## src/common/rst_pwr_pkg.sv

```systemverilog
/*
 * Constants for the core reset and low-power control block.
 * Assumes a single core clock domain at 20 MHz.
 */
package rst_pwr_pkg;
   localparam int unsigned RESET_PULSE_CYCLES = 6;
   localparam int unsigned CNT_W              = 3;
   localparam int unsigned EXL_POS            = 1;
   localparam int unsigned ERL_POS            = 2;
   localparam int unsigned DM_POS             = 30;
   localparam int unsigned INT_W              = 8;
   localparam logic [2:0]  CNT_RESET          = 3'h0;

   typedef enum logic [1:0] {
      ST_RESET = 2'b00,
      ST_RUN   = 2'b01,
      ST_SLEEP = 2'b10
   } pwr_state_t;
endpackage

```

## src/core_reset_and_low_power_ctl.sv

```systemverilog
/*
 * Core reset sequencer and power-state control: stretches warm or cold
 * reset into a pulse ending six cycles after release, picks debug boot or kernel fetch,
 * mirrors exception/error/debug level bits on pins, and runs the
 * halt-until-interrupt sleep state with its sleep indication.
 * Assumes the core logic supplies status bits and a wait strobe on
 * clk_sys; reset, interrupt and NMI pins are asynchronous.
 */
// Function
// - Warm and cold low resets, async accepted
// - Internal reset held until six cycles after synced release, synchronous exit
// - Warm-only reset permits debug boot, except while kernel fetch is set
// - Cold reset forbids debug boot, kernel fetch
// - Warm-only reset sets soft reset flag
// - Both high: no reset action
// - Exception level pin follows status bit 1
// - Error level pin follows status bit 2
// - Debug mode pin follows debug bit 30
// - Wait stops core clock; wake inputs live
// - Interrupt, NMI or reset ends sleep
// - Sleep output asserted on wait execution
// - Fully static logic, survives stopped clock
module core_reset_and_low_power_ctl (
   input  wire logic              clk_sys,            // Core clock
   input  wire logic              resetn,             // Async power reset
   input  wire logic              warm_reset_low,     // Warm reset pin
   input  wire logic              power_on_reset_low, // Cold reset pin
   input  wire logic [rst_pwr_pkg::INT_W-1:0] int_in, // Interrupt pins
   input  wire logic              nmi_in,             // NMI pin
   input  wire logic              wait_exec,          // Wait executed
   input  wire logic [31:0]       status_word,        // Status register
   input  wire logic [31:0]       debug_word,         // Debug register
   output logic                   core_reset,         // Internal reset
   output logic                   reset_exception,    // Reset exc pulse
   output logic                   debug_boot_path,    // Debug boot allowed
   output logic                   kernel_fetch,       // Kernel fetch boot
   output logic                   soft_reset_flag,    // Warm reset seen
   output logic                   exception_level_out, // EXCEPTION_LEVEL_BIT mirror
   output logic                   error_level_out,    // ERROR_LEVEL_BIT mirror
   output logic                   debug_mode_out,     // DM mirror
   output logic                   core_clk_en,        // Core clock gate
   output logic                   sleep_out           // Sleeping
);
   import rst_pwr_pkg::*;

   // Two-flop synchronisers for every pin-level input
   logic [INT_W+2:0] sync1_reg;
   logic [INT_W+2:0] sync2_reg;

   always_ff @(posedge clk_sys or negedge resetn) begin
      if (!resetn) begin
         sync1_reg <= '1;
         sync2_reg <= '1;
      end else begin
         sync1_reg <= {~int_in, ~nmi_in, warm_reset_low,
                       power_on_reset_low};
         sync2_reg <= sync1_reg;
      end
   end

   logic warm_s;
   logic cold_s;
   logic wake_irq;
   assign cold_s   = sync2_reg[0];
   assign warm_s   = sync2_reg[1];
   assign wake_irq = ~(&sync2_reg[INT_W+2:2]);

   // Cold low wins over warm; warm alone is a soft reset
   logic any_reset;
   logic warm_only;
   assign any_reset = ~cold_s | ~warm_s;
   assign warm_only = ~warm_s & cold_s;

   pwr_state_t        state_reg, state_next;
   logic [CNT_W-1:0]  cnt_reg, cnt_next;
   logic              rst_out_reg, rst_out_next;
   logic              exc_reg, exc_next;
   logic              dbg_boot_reg, dbg_boot_next;
   logic              kfetch_reg, kfetch_next;
   logic              srf_reg, srf_next;
   logic              sleep_reg, sleep_next;
   logic              clk_en_reg, clk_en_next;
   logic              was_reset_reg, was_reset_next;
   logic              exl_reg, erl_reg, dm_reg;

   always_comb begin
      state_next     = state_reg;
      cnt_next       = cnt_reg;
      rst_out_next   = rst_out_reg;
      exc_next       = 1'b0;
      dbg_boot_next  = dbg_boot_reg;
      kfetch_next    = kfetch_reg;
      srf_next       = srf_reg;
      sleep_next     = sleep_reg;
      clk_en_next    = clk_en_reg;
      was_reset_next = any_reset;
      if (any_reset) begin
         // Assertion (re)starts the pulse from any state, sleep included
         state_next   = ST_RESET;
         cnt_next     = CNT_RESET;
         rst_out_next = 1'b1;
         sleep_next   = 1'b0;
         clk_en_next  = 1'b1;
         exc_next     = ~was_reset_reg;
         if (!cold_s) begin
            dbg_boot_next = 1'b0;
            kfetch_next   = 1'b1;
            srf_next      = 1'b0;
         end else if (warm_only && kfetch_reg == 1'b0) begin
            dbg_boot_next = 1'b1;
            srf_next      = 1'b1;
         end else if (warm_only) begin
            srf_next      = 1'b1;
         end
      end else begin
         case (state_reg)
            ST_RESET: begin
               // Pulse counted after release; exit on a clock edge
               if (cnt_reg == CNT_W'(RESET_PULSE_CYCLES - 1)) begin
                  state_next   = ST_RUN;
                  rst_out_next = 1'b0;
                  kfetch_next  = 1'b0;
               end else begin
                  cnt_next = cnt_reg + 1'b1;
               end
            end
            ST_RUN: begin
               // Both pins high: nothing but normal running
               if (wait_exec) begin
                  state_next  = ST_SLEEP;
                  sleep_next  = 1'b1;
                  clk_en_next = 1'b0;
               end
            end
            ST_SLEEP: begin
               // This block stays clocked so wake pins are still seen
               if (wake_irq) begin
                  state_next  = ST_RUN;
                  sleep_next  = 1'b0;
                  clk_en_next = 1'b1;
               end
            end
            default: begin
               state_next   = ST_RESET;
               cnt_next     = CNT_RESET;
               rst_out_next = 1'b1;
            end
         endcase
      end
   end

   // Only static flip-flops: state holds if clk_sys slows or stops
   always_ff @(posedge clk_sys or negedge resetn) begin
      if (!resetn) begin
         state_reg     <= ST_RESET;
         cnt_reg       <= CNT_RESET;
         rst_out_reg   <= 1'b1;
         exc_reg       <= 1'b0;
         dbg_boot_reg  <= 1'b0;
         kfetch_reg    <= 1'b1;
         srf_reg       <= 1'b0;
         sleep_reg     <= 1'b0;
         clk_en_reg    <= 1'b1;
         was_reset_reg <= 1'b0;
      end else begin
         state_reg     <= state_next;
         cnt_reg       <= cnt_next;
         rst_out_reg   <= rst_out_next;
         exc_reg       <= exc_next;
         dbg_boot_reg  <= dbg_boot_next;
         kfetch_reg    <= kfetch_next;
         srf_reg       <= srf_next;
         sleep_reg     <= sleep_next;
         clk_en_reg    <= clk_en_next;
         was_reset_reg <= was_reset_next;
      end
   end

   // Level mirrors, one register stage from the core-side bits
   always_ff @(posedge clk_sys or negedge resetn) begin
      if (!resetn) begin
         exl_reg <= 1'b0;
         erl_reg <= 1'b0;
         dm_reg  <= 1'b0;
      end else begin
         exl_reg <= status_word[EXL_POS];
         erl_reg <= status_word[ERL_POS];
         dm_reg  <= debug_word[DM_POS];
      end
   end

   assign core_reset          = rst_out_reg;
   assign reset_exception     = exc_reg;
   assign debug_boot_path     = dbg_boot_reg;
   assign kernel_fetch        = kfetch_reg;
   assign soft_reset_flag     = srf_reg;
   assign exception_level_out = exl_reg;
   assign error_level_out     = erl_reg;
   assign debug_mode_out      = dm_reg;
   assign core_clk_en         = clk_en_reg;
   assign sleep_out           = sleep_reg;
endmodule // core_reset_and_low_power_ctl
```

## config.mk

```make
export PLATFORM = sky130hd
export DESIGN_NAME = core_reset_and_low_power_ctl
export DESIGN_NICKNAME = d
export VERILOG_FILES = /design/src/common/rst_pwr_pkg.sv /design/src/core_reset_and_low_power_ctl.sv
export SDC_FILE = /design/constraint.sdc
export NUM_CORES = 1
export LEC_CHECK = 0
export BUFFER_PORTS_ARGS = -buffer_cell sky130_fd_sc_hd__buf_4
export CELL_PAD_IN_SITES_DETAIL_PLACEMENT = 0
export CELL_PAD_IN_SITES_GLOBAL_PLACEMENT = 2
export CORE_UTILIZATION = 24
export DETAILED_ROUTE_END_ITERATION = 8
export PLACE_DENSITY_LB_ADDON = 0.12
export SLEW_MARGIN = 0
export SYNTH_ARGS = -nofsm -noshare
export SYNTH_HDL_FRONTEND = slang
export SYNTH_SLANG_ARGS = --single-unit
```

## constraint.sdc

```tcl
create_clock -name clk_sys -period 1.76 [get_ports clk_sys]
set_input_delay 0.088 -clock clk_sys [delete_from_list [all_inputs] [get_ports clk_sys]]
set_output_delay 0.088 -clock clk_sys [all_outputs]
set_load 0.02 [all_outputs]
```

======== Word-level counts from Yosys, hierarchy flattened ========
Cells that the tools add are included.
storage, ports and cells
  bits in registers ....................... 38
  input port bits ......................... 78
  output and inout port bits .............. 10
  word-level logic and storage cells ...... 77
cells by class
  add/subtract/negate cells ............... 1
  equality and inequality tests ........... 11
  muxes and demuxes ....................... 28
  bitwise gates (word level) .............. 8
  reduce and logical (&&, ||, !) cells .... 14
operator list
  cell                                                    count
  two-way mux 1 bit                                       17
  inequality test 3 bit (second input constant)           4
  AND reduction 3 bit                                     3
  AND reduction 9 bit                                     1
  two-way mux 2 bit                                       4
  NOT 8 bit                                               1
  AND reduction 2 bit                                     4
  two-way mux 3 bit                                       2
  case mux 1 bit (2 select lines)                         3
  case mux 2 bit (3 select lines)                         1
  case mux 3 bit (2 select lines)                         1
  NOT 1 bit                                               5
  inequality test 2 x 1 -> 1 bit (second input constant)  2
  nonzero test 2 bit                                      2
  adder 3 x 1 -> 3 bit (second input constant)            1
  equality test 3 bit (second input constant)             1
  inequality test 3 x 1 -> 1 bit (second input constant)  1
  nonzero test 3 bit                                      1
  equality test 2 x 1 -> 1 bit (second input constant)    1
  equality test 2 bit (second input constant)             1
  logical NOT 2 bit                                       1
  inequality test 2 bit (second input constant)           1
  OR reduction 2 bit                                      1
  bitwise AND 1 bit                                       1
  2 further kinds                                         2

======== Logic depth before layout (Yosys ltp) ========
  word-level depth ........................ 5
  mapped depth ............................ 5

======== Worst setup path before layout ========
No wires, ideal clock.
  kind .................................... register to register
  start point ............................. register state_reg[0]
  end point ............................... register clk_en_reg, in the netlist core_clk_en
  arrival ................................. 1.404 ns
  data required time ...................... 1.676 ns
  setup slack ............................. 0.272 ns
  cell stages (with the launch flop) ...... 6
  path buffers ............................ 0
  cell sequence ........................... dfrtp_1 > inv_1 > ha_1 > nand4_1 > or3_4 > a311o_1
between the ends
  cells in the longest elaborated chain, start to end .. 3
RTL lines
  element                                                              RTL line                             source
  start, declared                                                      core_reset_and_low_power_ctl.sv:74   pwr_state_t state_reg, state_next;
  start signal, assigned                                               core_reset_and_low_power_ctl.sv:166  state_reg <= state_next;
  equality test 2 bit or equality test 2 x 1 -> 1 bit (tied branches)  core_reset_and_low_power_ctl.sv:116  case (state_reg)
  inequality test 3 bit (no line), or another cell as far along        --
  AND reduction 3 bit (no line) or two-way mux 1 bit (tied branches)   --
  end signal, assigned                                                 core_reset_and_low_power_ctl.sv:174  clk_en_reg <= clk_en_next;
  end, declared                                                        core_reset_and_low_power_ctl.sv:82   logic clk_en_reg, clk_en_next;
Several ways; a longest one is shown, not always the timed one.
A chain may end at the register's enable or synchronous reset.

======== Worst setup path in the final report ========
  start point ............................. register state_reg[0]
  end point ............................... register sleep_reg, in the netlist sleep_out
between the ends
  cells in the longest elaborated chain, start to end .. 3
RTL lines
  element                                                              RTL line                             source
  equality test 2 bit or equality test 2 x 1 -> 1 bit (tied branches)  core_reset_and_low_power_ctl.sv:116
  inequality test 3 bit (no line), or another cell as far along        --
  AND reduction 3 bit (no line) or two-way mux 1 bit (tied branches)   --
  end signal, assigned                                                 core_reset_and_low_power_ctl.sv:173  sleep_reg <= sleep_next;
  end, declared                                                        core_reset_and_low_power_ctl.sv:81   logic sleep_reg, sleep_next;
Several ways; a longest one is shown, not always the timed one.

==> results list <==
- Gate family responsible for the most delay along the worst path: simple AND/OR/NAND/NOR gates
- Summed over all failing endpoints, the final setup total negative slack is 0 ps.
- Sequential cell area fraction in the yosys report: 72.6%
- Avg Inst Size Synth: 13.7 um2
- Outcome: completed
- The final number of max-transition violations is 0.
- During synthesis, Yosys emitted a total of 0 warnings.
- After layout, the design draws a total of 1790 uW.
* Synth unique cells: 27
- Maximum Capacitance Violations: 0
- Die Outline Area: 0.00595 mm2
- Counting both buffers and inverters, the worst setup path holds a total of 1.
- For the worst-skew pair, the clock arrives at the later sink with an insertion delay of 280 ps.
* Startpoint class of the critical path: register
- Global placement routability congestion: 0.671
- Summed instance area of the synthesized netlist: 0.00135 mm2
- Across all hold checks on the routed design, the worst slack comes to 150 ps.
* Share of Yosys cell area claimed by the top area cell type: 48.5%
- Along the worst path, the maximum fanout reaches 4.
- Post-CTS repair changed the size of 0 cells.
- After clock tree synthesis, the clock-pin slew on the worst setup and hold paths is 70 ps.
* Commonest cells after routing, fill and taps aside: sky130_fd_sc_hd__buf_4, sky130_fd_sc_hd__dfstp_2, sky130_fd_sc_hd__inv_1, sky130_fd_sc_hd__dlygate4sd3_1, sky130_fd_sc_hd__dfrtp_1
- The synthesized netlist devotes 4.62% of its cell area to adder and majority cells.
- For this run, the slowest stage of the critical path takes 380 ps.
- Largest cells by area after synthesis: sky130_fd_sc_hd__dfstp_2, sky130_fd_sc_hd__dfrtp_1, sky130_fd_sc_hd__ha_1
- Met1 track demand over resource: 9.08%
* RSZ-0062 raised after global routing: false
- TritonCTS clock tree: yes
- Buffer cell driving the clock tree root: sky130_fd_sc_hd__clkbuf_8
* Routed wire length: 2.32 mm
- Final period util: 87.9%
* Remaining global-route overflow: 0
- Number of endpoints with negative hold slack in the final report: 0
- After synthesis, the share of cell area in mux cells is 0%.
- GR Util met2: 14.9%
* Vias in the first global route: 949
- CTS saw 38 sinks.
* Largest family of logic cells by synthesized area: compound AO/OA/AOI/OAI gates
- Placeable core region: 0.00527 mm2
* Final core utilization: 36.4%
- The cell count after synthesis came out at 99.
- Row generation in the floorplan step produced 26 rows.
- In the routed design, unresolved DRC markers number 0.
- The min-delay analysis places its worst path in the category input pin to register.
- The number of antenna violations at the first check in global routing came to 0.
- Summing the areas of all compound-gate instances in the mapped netlist gives 11.2% of the synthesized area.
- Crit path capture type: register
- The die is 77.1 um wide.
* Global-route wire length before repair: 4.04 mm
- For this run, the top clock speed supported by timing is 647 MHz.
- WP data arrival: 1720 ps
- The critical path in this run is classified as register to register.
* WL per Instance: 10.6 um
* Port Buf Inserts: 26
* Largest net degree at the start of global routing: 39
* Largest voltage drop on the vdd net: 0.413 mV
- Post-route minimum period: 1550 ps
* Number of routed nets with antenna violations: 0
- Level count of the clock H-tree: 2
* Starting DRT DRC Count: 32
- The number of nets handed over by synthesis was 182.
- Transition time at the pin with the least slew margin: 454 ps
* Clock tree buffer depth: 2
- The repair_antennas step left the layout with diodes totalling 0.
- Synth Area in XOR/XNOR: 0%
- Counting the buffers created by CTS gives 5.
- After the flow finishes, the layout carries non-filler instances totaling 220.
- Largest area contributor in the synthesized netlist: sky130_fd_sc_hd__dfstp_2
- Starting density of the core: 25.7%
- Total GRT Usage: 9.13%
- For the worst setup path, the data required time is 1940 ps.
- met2 is the most crowded layer.
- Setup violations remaining at the end of the flow were counted as 0.
- Critical Path, Cell by Cell: inv_1 > ha_1 > nand4_1 > or3_4 > a311oi_1
* Leakage component of the power: 0.000874 uW
* Vias/cell: 3.99
- The library cell used most frequently in the layout, excluding fill and tap cells, is sky130_fd_sc_hd__buf_4.
- Detailed placement ended at an HPWL of 1.54 mm.
- Drt pass-1 iters: 4
* Count of nets after finishing: 232
- Count of state elements after synthesis: 38
- Compared with the post-synthesis result, the final layout area differs by 41.7%.
- Final Skew: 2.30 ps
- Cells after DPL: 197
* Basic-gate share of the synthesized area counting and, or, nand and nor cells: 6.93%
- Die outline height: 77.1 um
- The post-route netlist has 42.0% of its cells at a drive strength greater than 1.
* Number of placed I/O pins: 88
- Via total after detailed routing: 878
- Master of the slowest instance on the critical path: sky130_fd_sc_hd__dfrtp_1
- Power density over cell area: 935 mW/mm2
* GR met3 Demand/Resource: 4.29%
- Worst max-slew margin expressed relative to the limit: 69.7%
==> Yosys cell counts <==
cell type,n
sky130_fd_sc_hd__nor2_1,3
sky130_fd_sc_hd__a211oi_1,2
sky130_fd_sc_hd__inv_1,16
sky130_fd_sc_hd__o311ai_0,1
sky130_fd_sc_hd__o21a_1,1
sky130_fd_sc_hd__nand2_1,4
sky130_fd_sc_hd__dfstp_2,25
sky130_fd_sc_hd__ha_1,5
sky130_fd_sc_hd__nand2_2,1
sky130_fd_sc_hd__nand2b_1,1
sky130_fd_sc_hd__or3_1,2
sky130_fd_sc_hd__o21ai_0,4
sky130_fd_sc_hd__a311o_1,1
sky130_fd_sc_hd__dfrtp_1,13
sky130_fd_sc_hd__a31oi_1,2
sky130_fd_sc_hd__a221oi_1,1
sky130_fd_sc_hd__a21bo_1,1
sky130_fd_sc_hd__inv_2,1
sky130_fd_sc_hd__a311oi_1,1
sky130_fd_sc_hd__nand4_1,3
sky130_fd_sc_hd__and2_1,1
sky130_fd_sc_hd__a21boi_0,1
sky130_fd_sc_hd__and3_1,1
sky130_fd_sc_hd__or3_4,1
sky130_fd_sc_hd__a41o_1,1
sky130_fd_sc_hd__o211ai_1,1
sky130_fd_sc_hd__a21oi_1,5
==> final timing paths <==
| kind | startpoint | end | slack, ps | cells after the start |
|---|---|---|---|---|
| max | state_reg[0] | sleep_out | 210 | 5 |
| min | wait_exec | state_reg[1] | 150 | 3 |
| max reg2reg | state_reg[0] | sleep_out | 210 | 5 |
| min reg2reg | sync1_reg[1] | sync2_reg[1] | 360 | 0 |
| max in group asynchronous | resetn | sync2_reg[5] | 1110 | 2 |
| min in group asynchronous | resetn | exception_level_out | 310 | 2 |
==> cells by family (layout without fill, tap and decap cells) <==
logic type / count (synthesis) / in the layout
simple gates: 17 / 17
buf+inv: 17 / 68
compound gates: 22 / 22
fa+ha+maj: 5 / 5
flops: 38 / 38
==> power breakdown <==
part / internal, uW / switching [uW]
clock network: 462 / 280
registers: 929 / 13.0
logic: 60.7 / 48.9
total: 1450 / 342
==> repair_timing <==
item,4_1_cts,5_1_grt
hold buffers,15,0
buffers inserted,0,0
endpoints found under the hold margin,27,0
==> layout make-up <==
cell class / count / area, um2
fill: 534 / 3350
inverter: 17 / 63.8
tap: 70 / 87.6
timing repair buffer: 43 / 360
clock buffer: 7 / 86.3
multi-input combinational: 44 / 308
clock inverter: 1 / 30.0
sequential: 38 / 982
==> metal layers <==
layer | vias up | share of wire (%)
met4 | 0 | 1.3
met3 | 2 | 3.6
met1 | 425 | 42
li1 | 431 | -
met2 | 20 | 53
met5 | - | 0
==> metrics by stage <==
| stage | area (um2) | worst slack (ps) |
|---|---|---|
| after floorplan | 1350 | 272 |
| after global placement | 1650 | 224 |
| after detailed placement | 1650 | 212 |
| after CTS | 1920 | 187 |
| after global routing | 1920 | 79.5 |
| final | 1920 | 214 |
==> worst min-delay path: stages <==
cell and delay [ps]:
sky130_fd_sc_hd__buf_4 120, sky130_fd_sc_hd__o311ai_0 90, sky130_fd_sc_hd__a221oi_1 80
No activity file was read; power rests on OpenSTA's default activity.
